$ cat src/design/pwr_gain_pkg.sv
// constants for the power-down and gain control block
// assumes a 40 MHz system clock and a word-addressed register bus
package pwr_gain_pkg;

  // ----------------------------------------
  // register map (word index, byte = 4x)
  // ----------------------------------------
  localparam int ADDR_W = 3;
  localparam logic [2:0] REG_CONFIG = 3'h0;
  localparam logic [2:0] REG_GAIN = 3'h1;
  localparam logic [2:0] REG_STATUS = 3'h2;
  localparam logic [2:0] REG_CAPTURE = 3'h3;
  localparam logic [2:0] REG_GAINVAL = 3'h4;

  // ----------------------------------------
  // field layout and reset values
  // ----------------------------------------
  localparam int CH_N = 2;
  localparam int CFG_W = 4;
  localparam int CFG_SHDN_LSB = 0;
  localparam int CFG_EXT_REF_BIT = 2;
  localparam int CFG_EXT_CLK_BIT = 3;
  localparam logic [3:0] CFG_RESET = 4'h0;
  localparam int GSEL_W = 3;
  localparam logic [5:0] GAIN_RESET = 6'h00;
  localparam int GVAL_W = 6;
  localparam int THERMO_W = 4;
  localparam int LVL_W = 3;
  localparam int CAP_CH_STRIDE = 8;
  localparam int GVAL_CH_STRIDE = 8;

  // ----------------------------------------
  // timing
  // ----------------------------------------
  localparam int SYS_HZ = 40_000_000;
  localparam int SAMP_HZ = 1_000_000;
  localparam int SAMPLE_DIV = SYS_HZ / SAMP_HZ;
  localparam int OSR_DEF = 256;
  localparam int FIRST_DRDY_PERIODS = 3;

  // ----------------------------------------
  // decoders
  // ----------------------------------------
  function automatic logic [5:0] gain_value(input logic [2:0] code);
    logic [5:0] g;
    g = 6'h01;
    unique case (code)
      3'h0: g = 6'h01;
      3'h1: g = 6'h02;
      3'h2: g = 6'h04;
      3'h3: g = 6'h08;
      3'h4: g = 6'h10;
      3'h5: g = 6'h20;
      default: g = 6'h01;
    endcase
    return g;
  endfunction : gain_value

  function automatic logic [2:0] level_of(input logic [3:0] th);
    logic [2:0] n;
    n = 3'h0;
    for (int i = 0; i < THERMO_W; i++) begin
      n = n + {2'h0, th[i]};
    end
    return n;
  endfunction : level_of

endpackage : pwr_gain_pkg

$ cat src/design/conv_if.sv
// timing strobes shared by the sample timer and both channels
// assumes one clock domain; strobes are single-cycle pulses
`timescale 1ns/1ps
interface conv_if;
  logic samp_tick;
  logic word_tick;
  logic restart;
  modport src (output samp_tick, output word_tick, output restart);
  modport snk (input samp_tick, input word_tick, input restart);
endinterface : conv_if

$ cat src/design/conv_timer.sv
// sampling and output-word rate strobe generator
// assumes run is low whenever clocks must not propagate
`timescale 1ns/1ps
module conv_timer #(
  parameter int DIV = pwr_gain_pkg::SAMPLE_DIV,
  parameter int OSR = pwr_gain_pkg::OSR_DEF
) (
  input wire logic clk_i,
  input wire logic arst_n_i,
  input wire logic run_i,
  input wire logic restart_i,
  conv_if.src t
);
  logic [15:0] div_q;
  logic [15:0] osr_q;
  logic samp_q;
  logic word_q;

  // stopped counters give no strobes at all while gated
  always_ff @(posedge clk_i or negedge arst_n_i) begin
    if (!arst_n_i) begin
      div_q <= 16'h0000;
      samp_q <= 1'b0;
    end else if (restart_i || !run_i) begin
      div_q <= 16'h0000;
      samp_q <= 1'b0;
    end else begin
      samp_q <= (div_q == 16'(DIV - 1));
      div_q <= (div_q == 16'(DIV - 1)) ? 16'h0000 : div_q + 16'h0001;
    end
  end

  always_ff @(posedge clk_i or negedge arst_n_i) begin
    if (!arst_n_i) begin
      osr_q <= 16'h0000;
      word_q <= 1'b0;
    end else if (restart_i || !run_i) begin
      osr_q <= 16'h0000;
      word_q <= 1'b0;
    end else begin
      word_q <= 1'b0;
      if (samp_q) begin
        word_q <= (osr_q == 16'(OSR - 1));
        osr_q <= (osr_q == 16'(OSR - 1)) ? 16'h0000 : osr_q + 16'h0001;
      end
    end
  end

  assign t.samp_tick = samp_q;
  assign t.word_tick = word_q;
  assign t.restart = restart_i;
endmodule : conv_timer

$ cat src/design/adc_chan.sv
// one converter channel: quantizer capture, bitstream and data ready
// assumes comparator inputs are already synchronous to the clock
`timescale 1ns/1ps
module adc_chan (
  input wire logic clk_i,
  input wire logic arst_n_i,
  input wire logic en_i,
  input wire logic [3:0] thermo_i,
  conv_if.snk t,
  output logic [2:0] level_o,
  output logic bit_o,
  output logic drdy_o
);
  logic [2:0] sh_q;
  logic [1:0] cnt_q;
  logic [1:0] wait_q;

  // level counted from comparators, zero while off
  always_ff @(posedge clk_i or negedge arst_n_i) begin
    if (!arst_n_i) begin
      level_o <= 3'h0;
    end else if (!en_i || t.restart) begin
      level_o <= 3'h0;
    end else if (t.samp_tick) begin
      level_o <= pwr_gain_pkg::level_of(thermo_i);
    end
  end

  // level shifted out msb first, then the pin idles low
  always_ff @(posedge clk_i or negedge arst_n_i) begin
    if (!arst_n_i) begin
      sh_q <= 3'h0;
      cnt_q <= 2'h0;
      bit_o <= 1'b0;
    end else if (!en_i || t.restart) begin
      sh_q <= 3'h0;
      cnt_q <= 2'h0;
      bit_o <= 1'b0;
    end else if (t.samp_tick) begin
      sh_q <= {pwr_gain_pkg::level_of(thermo_i)};
      cnt_q <= 2'h3;
      bit_o <= 1'b0;
    end else if (cnt_q != 2'h0) begin
      bit_o <= sh_q[2];
      sh_q <= {sh_q[1:0], 1'b0};
      cnt_q <= cnt_q - 2'h1;
    end else begin
      bit_o <= 1'b0;
    end
  end

  // first pulse on the third word period after a restart
  always_ff @(posedge clk_i or negedge arst_n_i) begin
    if (!arst_n_i) begin
      wait_q <= 2'h0;
      drdy_o <= 1'b0;
    end else if (!en_i || t.restart) begin
      wait_q <= 2'h0;
      drdy_o <= 1'b0;
    end else begin
      drdy_o <= 1'b0;
      if (t.word_tick) begin
        if (wait_q == 2'(pwr_gain_pkg::FIRST_DRDY_PERIODS - 1)) begin
          drdy_o <= 1'b1;
        end else begin
          wait_q <= wait_q + 2'h1;
        end
      end
    end
  end
endmodule : adc_chan

$ cat src/design/pwr_gain_ctrl.sv
// power-down sequencer, gain decode and quantizer capture, top level
// assumes an Avalon-MM master with waitrequest and synchronous inputs
//
// The register addresses and register access over Avalon-MM were decided locally.
`timescale 1ns/1ps
module pwr_gain_ctrl #(
  parameter int OSR = pwr_gain_pkg::OSR_DEF
) (
  // clock and reset
  input wire logic CLK_SYS_I,
  input wire logic ARST_N_I,
  // avalon-mm slave
  input wire logic [2:0] ADDRESS_I,
  input wire logic READ_I,
  input wire logic WRITE_I,
  input wire logic [31:0] WRITEDATA_I,
  output logic [31:0] READDATA_O,
  output logic WAITREQUEST_O,
  // comparator inputs
  input wire logic [3:0] THERMO_CH0_I,
  input wire logic [3:0] THERMO_CH1_I,
  // power and clock enables
  output logic ANALOG_EN_O,
  output logic CLK_RUN_O,
  output logic VREF_EN_O,
  output logic [1:0] ADC_PWR_EN_O,
  output logic AVDD_MON_EN_O,
  output logic DVDD_MON_EN_O,
  // gain to the amplifiers
  output logic [5:0] GAIN_CH0_O,
  output logic [5:0] GAIN_CH1_O,
  // converter outputs
  output logic [1:0] DATA_READY_O,
  output logic [1:0] CHANNEL_BITSTREAM_PIN_O
);

  // ----------------------------------------
  // power state
  // ----------------------------------------
  typedef enum logic [1:0] {
    PS_RUN,
    PS_FULL_OFF,
    PS_WAKE
  } pwr_state_t;

  pwr_state_t ps_q;
  pwr_state_t ps_d;

  logic [3:0] config_q;
  logic [5:0] gain_sel_q;
  logic [31:0] rdata_q;
  logic ack_q;
  logic [7:0] cap_q;
  logic full_req;
  logic full_off;
  logic wake_rst;
  logic [1:0] chan_on;
  logic [1:0] shdn;
  logic ext_ref;
  logic ext_clk;
  logic [2:0] level0;
  logic [2:0] level1;
  logic [5:0] gval0;
  logic [5:0] gval1;
  logic wr_go;
  logic rd_go;

  assign shdn = config_q[pwr_gain_pkg::CFG_SHDN_LSB +: 2];
  assign ext_ref = config_q[pwr_gain_pkg::CFG_EXT_REF_BIT];
  assign ext_clk = config_q[pwr_gain_pkg::CFG_EXT_CLK_BIT];

  // all four bits must be one together
  assign full_req = (&shdn) & ext_ref & ext_clk;

  always_comb begin
    ps_d = ps_q;
    unique case (ps_q)
      PS_RUN: begin
        if (full_req) begin
          ps_d = PS_FULL_OFF;
        end
      end
      PS_FULL_OFF: begin
        if (!full_req) begin
          ps_d = PS_WAKE;
        end
      end
      PS_WAKE: begin
        ps_d = PS_RUN;
      end
      default: begin
        ps_d = PS_RUN;
      end
    endcase
  end

  always_ff @(posedge CLK_SYS_I or negedge ARST_N_I) begin
    if (!ARST_N_I) begin
      ps_q <= PS_RUN;
    end else begin
      ps_q <= ps_d;
    end
  end

  // the wake cycle resets config, gain select, timer and channels as power-on does, but not the bus
  assign wake_rst = (ps_q == PS_WAKE);
  assign full_off = (ps_q == PS_FULL_OFF);

  // ----------------------------------------
  // power, clock and monitor enables
  // ----------------------------------------
  // monitors follow the bits directly so they return at once
  assign AVDD_MON_EN_O = !full_req;
  assign DVDD_MON_EN_O = !full_req;
  assign ANALOG_EN_O = !full_off;
  assign CLK_RUN_O = !full_off && !(&shdn);
  assign VREF_EN_O = !full_off && !ext_ref;
  assign chan_on = full_off ? 2'b00 : ~shdn;
  assign ADC_PWR_EN_O = chan_on;

  // ----------------------------------------
  // gain decode
  // ----------------------------------------
  assign gval0 = pwr_gain_pkg::gain_value(gain_sel_q[2:0]);
  assign gval1 = pwr_gain_pkg::gain_value(gain_sel_q[5:3]);

  always_ff @(posedge CLK_SYS_I or negedge ARST_N_I) begin
    if (!ARST_N_I) begin
      GAIN_CH0_O <= 6'h01;
      GAIN_CH1_O <= 6'h01;
    end else begin
      GAIN_CH0_O <= gval0;
      GAIN_CH1_O <= gval1;
    end
  end

  // ----------------------------------------
  // converters
  // ----------------------------------------
  conv_if tif ();

  // strobes stop whenever no clock may run
  conv_timer #(
    .DIV(pwr_gain_pkg::SAMPLE_DIV),
    .OSR(OSR)
  ) u_timer (
    .clk_i(CLK_SYS_I),
    .arst_n_i(ARST_N_I),
    .run_i(CLK_RUN_O),
    .restart_i(wake_rst),
    .t(tif.src)
  );

  adc_chan u_ch0 (
    .clk_i(CLK_SYS_I),
    .arst_n_i(ARST_N_I),
    .en_i(chan_on[0]),
    .thermo_i(THERMO_CH0_I),
    .t(tif.snk),
    .level_o(level0),
    .bit_o(CHANNEL_BITSTREAM_PIN_O[0]),
    .drdy_o(DATA_READY_O[0])
  );

  adc_chan u_ch1 (
    .clk_i(CLK_SYS_I),
    .arst_n_i(ARST_N_I),
    .en_i(chan_on[1]),
    .thermo_i(THERMO_CH1_I),
    .t(tif.snk),
    .level_o(level1),
    .bit_o(CHANNEL_BITSTREAM_PIN_O[1]),
    .drdy_o(DATA_READY_O[1])
  );

  // capture register image, zero for a channel that is off
  always_ff @(posedge CLK_SYS_I or negedge ARST_N_I) begin
    if (!ARST_N_I) begin
      cap_q <= 8'h00;
    end else begin
      cap_q[2:0] <= chan_on[0] ? level0 : 3'h0;
      cap_q[3] <= 1'b0;
      cap_q[6:4] <= chan_on[1] ? level1 : 3'h0;
      cap_q[7] <= 1'b0;
    end
  end

  // ----------------------------------------
  // register bus
  // ----------------------------------------
  // one wait state per access; the bus is never gated by power-down
  assign WAITREQUEST_O = (READ_I || WRITE_I) && !ack_q;
  assign wr_go = WRITE_I && ack_q;
  assign rd_go = READ_I && !ack_q;

  always_ff @(posedge CLK_SYS_I or negedge ARST_N_I) begin
    if (!ARST_N_I) begin
      ack_q <= 1'b0;
    end else begin
      ack_q <= (READ_I || WRITE_I) && !ack_q;
    end
  end

  // a write landing in the wake cycle is lost to the reset, as on power-on
  always_ff @(posedge CLK_SYS_I or negedge ARST_N_I) begin
    if (!ARST_N_I) begin
      config_q <= pwr_gain_pkg::CFG_RESET;
    end else if (wake_rst) begin
      config_q <= pwr_gain_pkg::CFG_RESET;
    end else if (wr_go && ADDRESS_I == pwr_gain_pkg::REG_CONFIG) begin
      config_q <= WRITEDATA_I[3:0];
    end
  end

  always_ff @(posedge CLK_SYS_I or negedge ARST_N_I) begin
    if (!ARST_N_I) begin
      gain_sel_q <= pwr_gain_pkg::GAIN_RESET;
    end else if (wake_rst) begin
      gain_sel_q <= pwr_gain_pkg::GAIN_RESET;
    end else if (wr_go && ADDRESS_I == pwr_gain_pkg::REG_GAIN) begin
      gain_sel_q <= WRITEDATA_I[5:0];
    end
  end

  // read data latched on the wait cycle, held through the answer
  always_ff @(posedge CLK_SYS_I or negedge ARST_N_I) begin
    if (!ARST_N_I) begin
      rdata_q <= 32'h0000_0000;
    end else if (rd_go) begin
      unique case (ADDRESS_I)
        pwr_gain_pkg::REG_CONFIG: begin
          rdata_q <= {28'h0000000, config_q};
        end
        pwr_gain_pkg::REG_GAIN: begin
          rdata_q <= {26'h0, gain_sel_q};
        end
        pwr_gain_pkg::REG_STATUS: begin
          rdata_q <= {24'h000000, full_off, !full_req, CLK_RUN_O,
                      VREF_EN_O, ANALOG_EN_O, 1'b0, chan_on};
        end
        pwr_gain_pkg::REG_CAPTURE: begin
          rdata_q <= {24'h000000, cap_q};
        end
        pwr_gain_pkg::REG_GAINVAL: begin
          rdata_q <= {18'h0, gval1, 2'h0, gval0};
        end
        default: begin
          rdata_q <= 32'h0000_0000;
        end
      endcase
    end
  end

  assign READDATA_O = rdata_q;

endmodule : pwr_gain_ctrl

$ cat config.mk
export PLATFORM = sky130hd
export DESIGN_NAME = pwr_gain_ctrl
export DESIGN_NICKNAME = d
export VERILOG_FILES = /design/src/design/pwr_gain_pkg.sv /design/src/design/conv_if.sv /design/src/design/conv_timer.sv /design/src/design/adc_chan.sv /design/src/design/pwr_gain_ctrl.sv
export SDC_FILE = /design/constraint.sdc
export NUM_CORES = 1
export LEC_CHECK = 0
export ABC_CLOCK_PERIOD_IN_PS = 3100
export BUFFER_PORTS_ARGS = -buffer_cell sky130_fd_sc_hd__clkbuf_2
export CORE_AREA = 2 2 114 83
export CTS_CLUSTER_SIZE = 25
export DETAILED_ROUTE_END_ITERATION = 12
export DIE_AREA = 0 0 116 85
export PLACE_DENSITY = 0.83
export SLEW_MARGIN = 5
export SYNTH_ARGS = -nofsm -noshare
export SYNTH_HDL_FRONTEND = slang
export SYNTH_SLANG_ARGS = --single-unit
$ cat constraint.sdc
create_clock -name CLK_SYS_I -period 3.1 [get_ports CLK_SYS_I]
set_input_delay 0.155 -clock CLK_SYS_I [delete_from_list [all_inputs] [get_ports CLK_SYS_I]]
set_output_delay 0.155 -clock CLK_SYS_I [all_outputs]
set_load 0.005 [all_outputs]
======== Word level (Yosys, flattened, before mapping) ========
Cells that the tools add are included.
word-level totals
  bits of input ports ..................... 47
  logic and storage cells ................. 154
  register bits after elaboration ......... 121
  output and inout bits ................... 56
cells by class
  equality and inequality tests ........... 24
  reductions and logical operators ........ 36
  $add $sub $neg .......................... 12
  muxes and demuxes ....................... 55
  bitwise logic cells ..................... 3
operators with widths
  cell                   count
  $mux 16                5
  $pmux 14 s5            1
  $pmux 6 s5             2
  $mux 3                 12
  $add 16x1->16 const B  2
  $mux 2                 15
  $eq 3x2->1 const B     6
  $reduce_bool 2->1      9
  $eq 16x6->1 const B    1
  $eq 16x8->1 const B    1
  $eq 3x3->1 const B     5
  $mux 1                 15
  $add 3x1->3            4
  $mux 6                 2
  $eq 3x1->1 const B     3
  $logic_not 1->1        8
  $mux 4                 2
  $reduce_and 2->1       4
  $logic_and 1x1->1      7
  $eq 2x2->1 const B     3
  $reduce_bool 3->1      2
  $add 1x1->2            2
  $add 2x1->2 const B    2
  $logic_or 1x1->1       4
  9 further kinds        13

======== Depth between registers and ports, before layout ========
  word-level depth ........................ 6
  mapped depth ............................ 7
  mapped depth without buffers ............ 7

======== By module ========
A second synthesis with hierarchy kept.
second synthesis, totals
  cell total of the unflattened synthesis .. 496
  area, all modules ....................... 5078.6 um^2
modules (own cells, without submodules)
  module         times used  area an instance (um^2)  cells an instance
  pwr_gain_ctrl  1           2097.0                   204
  conv_timer     1           1765.4                   184
  adc_chan       2           608.1                    54

======== Worst setup path after synthesis ========
No wires, ideal clock.
  path type ............................... register to register
  start point ............................. reg u_timer.osr_q[9]
  end point ............................... reg u_timer.osr_q[0]
  setup time .............................. 125 ps
  required time ........................... 2975 ps
  arrival time ............................ 1408 ps
  stages on the path, launching flop included .. 5
  period minus slack after synthesis ...... 1533 ps
  slack ................................... 1567 ps
  buffers on the path ..................... 0
  cells stage by stage .................... dfrtp_1 nor4_2 nand4_1 o211a_4 mux2_2
on the way
  word-level cells in the longest chain between the ends .. 4
ends and longest elaborated chain
  item                      RTL line          RTL
  start: declaration        conv_timer.sv:15  logic [15:0] osr_q;
  start signal: assignment  conv_timer.sv:44  osr_q <= (osr_q == 16'(OSR - 1)) ? 16'h0000 : osr_q + 16'h0001;
  $eq 16x8->1               conv_timer.sv:44
  $mux 16                   conv_timer.sv:44
  $mux 16                   conv_timer.sv:42  if (samp_q) begin
  $mux 16                   conv_timer.sv:37  end else if (restart_i || !run_i) begin
No other way between the ends. The select of a mux whose other input is x is not followed.
A chain may end at the register's enable or synchronous reset.

======== Final worst setup path ========
  start point ............................. reg ps_q[1]
  end point ............................... reg rdata_q[1] (netlist: READDATA_O[1])
on the way
  word-level cells in the longest chain between the ends .. 3
ends and longest elaborated chain
  item                      RTL line              RTL
  start: declaration        pwr_gain_ctrl.sv:46   pwr_state_t ps_q;
  start signal: assignment  pwr_gain_ctrl.sv:101  ps_q <= ps_d;
  $eq 2x1->1                pwr_gain_ctrl.sv:107  assign full_off = (ps_q == PS_FULL_OFF);
  $mux 2                    pwr_gain_ctrl.sv:118  assign chan_on = full_off ? 2'b00 : ~shdn;
  $pmux 14 s5               pwr_gain_ctrl.sv:230  unique case (ADDRESS_I)
  end signal: assignment    pwr_gain_ctrl.sv:232  rdata_q <= {28'h0000000, config_q};
  end signal: assignment    pwr_gain_ctrl.sv:235  rdata_q <= {26'h0, gain_sel_q};
  end signal: assignment    pwr_gain_ctrl.sv:238  rdata_q <= {24'h000000, full_off, !full_req, CLK_RUN_O,
  end: declaration          pwr_gain_ctrl.sv:51   logic [31:0] rdata_q;
No other way between the ends.

==> flow_summary_export.csv <==
group,metric,value,unit
status,outcome,"completed",
routing,first_pass_iters,4,
synthesis,synthFlopType,"dfrtp_1",
routing,drcViolationCount,0,
place,port_buffers,58,
timing,fmax,515.7,MHz
floorplan,core_area,8781,um2
timing,slew_headroom,33.98,%
timing,setup_viol_count_final,0,
pwr,irDropWorstVdd,311.8,uV
global_routing,gr-total-overflow,0,
routing,wl,9903,um
setup_path,cp-end-kind,"flip-flop",
place,dpl_cell_area,5246,um2
routing,drt_iter0_markers,259,
global_routing,grt_pass1_wl,16720,um
timing,worst_pin_slew,0.9903,ns
synthesis,yosysWarnings,0,
global_routing,grt_start_max_net_pins,48,
timing,final_hold_viol_count,0,
timing,rsz0062_at_grt,"no",
routing,antenna_left,0,
setup_path,slowest_delay,0.45,ns
clock_tree,clk_pin_slew_worst_paths,0.07,ns
setup_path,arrival,2.14,ns
floorplan,dieHeight,85,um
synthesis,syn_inst,494,
global_routing,first_global_vias,3454,
finish,finish.instance_area,5544,um2
synthesis,yosysSeqAreaShare,51.58,%
floorplan,dieArea,9860,um2
global_routing,antenna_found_initial,0,
floorplan,ios,103,
floorplan,start_util,56.97,%
routing,post_drt_wl_per_cell,14.85,um
global_routing,use_met1,29.59,%
global_routing,grt_util_all_layers,21.95,%
clock_tree,cts.sinks,103,
clock_tree,cts_setup_buffers,0,
finish,drive_gt1_share,17.68,%
setup_path,cp_num_buf_inv,1,
finish,antenna_cells,0,
setup_path,crit_fanout,13,
place,globalplace.congestion,0.8519,
setup_path,crit_path_cell_trace,"nor2b_2 > inv_1 > nand2_1 > mux2i_1 > a221oi_1 > o21ai_0",
synthesis,synth-seq-cells,103,
floorplan,rows,29,
clock_tree,tritoncts,"yes",
setup_path,path_class,"flip-flop to flip-flop",
routing,via_per_inst,5.363,
setup_path,path_delay_family,"simple AND/OR/NAND/NOR gates",
synthesis,synth_edf_count,0,
clock_tree,insertion_delay,0.36,ns
timing,fin_setup_tns,0,ns
clock_tree,cts_buffer_depth,2,
place,dp_hpwl,6878,um
routing,num_vias,3577,
timing,timing.final.crit_share,62.56,%
pwr,power_density,674.8,nW/um2
job,drv_cap,0,
timing,finalClockSkew,0.009597,ns
finish,seq_area,2580,um2
setup_path,crit_path_start_kind,"flip-flop",
global_routing,busiest_layer,"met2",
synthesis,synth.distinct_cells,55,
global_routing,grtUsageMet2,34.50,%
setup_path,cpMaxStageDelayCell,"nor2b_2",
floorplan,dieWidth,116,um
synthesis,synth.avg_cell_area,10.13,um2
pwr,p_leak,0.002718,uW
min_path,hp-class,"input pin to flip-flop",
synthesis,synth_area,5002,um2
clock_tree,root_buffer,"clkbuf_16",
timing,report.final.slew_viol_count,0,
global_routing,grt_util_met3,7.857,%
timing,min_period,1.939,ns
setup_path,cp_data_required_time,3.30,ns
clock_tree,numCtsBuffers,9,
synthesis,synth-async-reset-ratio,100.0,%
finish,area_growth,10.83,%
finish,multi_input_area,2106,um2
finish,fin_nets,597,
finish,fillers,717,
clock_tree,htreeDepth,3,
-- cells by family after synthesis --
kind of cell    share of synthesized area, %
simple gates                           19.58
flops                                  51.58
buf+inv                                7.604
compound gates                         7.254
xor+xnor                               4.903
mux                                    5.703
fa+ha+maj                              3.302
other cells                          0.07497
-- tightest hold or removal path: cells and delay by family --
kind | cells | cell delay [ns]
buf+inv | 1 | 0.08
mux | 1 | 0.06
simple gates | 1 | 0.08
-- synthesized netlist by cell type (9+ instances only) --
cell | number | area, um2
xor2_1 | 19 | 166.4
dfrtp_1 | 101 | 2527
nand3_1 | 20 | 100.1
nor2_1 | 75 | 281.5
nor3_1 | 9 | 45.04
nand2_1 | 39 | 146.4
nand2b_1 | 9 | 56.30
buf_4 | 26 | 195.2
nand4_1 | 9 | 56.30
a21oi_1 | 23 | 115.1
xnor2_1 | 9 | 78.83
ha_1 | 10 | 125.1
inv_1 | 22 | 82.58
mux2i_1 | 24 | 240.2
clkbuf_1 | 11 | 41.29
-- through the flow --
stage          power [uW]  hold slack [ns]  cells  utilization, %  setup WS (ns)
2_1_floorplan        2360          -0.1406    511               -          1.567
4_1_cts              3764          0.05374    667           63.14          1.232
5_1_grt              3971          0.05088    667           63.14          1.035
3_3_place_gp         2582           0.1853    650           59.75          1.301
6_report             3741          0.05939    667           63.14          1.161
3_5_place_dp         2650           0.1977    650           59.75          1.274
-- state kept, by name, indices dropped and copies added, names as in the netlist, 2 cells and up --
name           cells
u_ch0.sh_q         3
gain_sel_q         6
GAIN_CH1_O         6
cap_q              6
u_ch1.wait_q       2
u_timer.osr_q     16
u_ch0.level_o      3
ps_q               2
u_ch0.cnt_q        2
u_ch1.level_o      3
u_ch1.cnt_q        2
config_q           4
GAIN_CH0_O         6
u_ch1.sh_q         3
u_timer.div_q     16
READDATA_O        14
u_ch0.wait_q       2
-- cell type report --
type	instances	share of cell area [%]
Clock buffer	9	4.062
Clock inverter	7	1.128
Inverter	24	1.625
Multi-Input combinational cell	338	37.98
Sequential cell	103	46.54
Tap cell	124	2.798
Timing Repair Buffer	62	5.868
-- path summary, 6_finish.rpt --
kind,from,endpoint,slack [ns],cells after the start
worst min-delay path,WRITEDATA_I[4],gain_sel_q[4]$_DFFE_PN0P_,0.06,3
worst max-delay path,ps_q[1]$_DFFE_PN0P_,READDATA_O[1]$_DFFE_PN0P_,1.16,6
max in group asynchronous,ARST_N_I,u_timer.osr_q[0]$_DFFE_PN0P_,1.94,3
worst max register to register,ps_q[1]$_DFFE_PN0P_,READDATA_O[1]$_DFFE_PN0P_,1.16,6
worst min register to register,ps_q[1]$_DFFE_PN0P_,ps_q[0]$_DFFE_PN0P_,0.46,1
min in group asynchronous,ARST_N_I,READDATA_O[4]$_DFFE_PN0P_,0.34,2
-- cells in the final DEF (no fill, tap or decap), drive strengths merged, types with 11 or more instances in the layout --
cell type	count
nand2	39
nor3	11
inv	28
dfrtp	101
clkbuf	66
conb	18
nand3	20
nor2	75
xor2	19
a21oi	23
mux2i	24
-- where the power goes --
part | switching, uW | total, uW | internal [uW]
combinational | 521 | 872 | 350
clock | 539 | 1100 | 563
sequential | 215 | 1770 | 1550
-- per-layer routing --
| metal | wire length, um | vias to the layer above |
|---|---|---|
| met2 | 4749 | 108 |
| met4 | 151 | 0 |
| met5 | 0 | - |
| met1 | 4488 | 1741 |
| li1 | - | 1716 |
| met3 | 512 | 12 |
-- what timing repair did --
| item | 4_1_cts | 5_1_grt |
|---|---|---|
| hold buffers | 1 | 0 |
| endpoints found under the hold margin | 44 | 0 |
| gates resized for setup | 0 | 0 |
No activity file was read; power rests on OpenSTA's default activity.
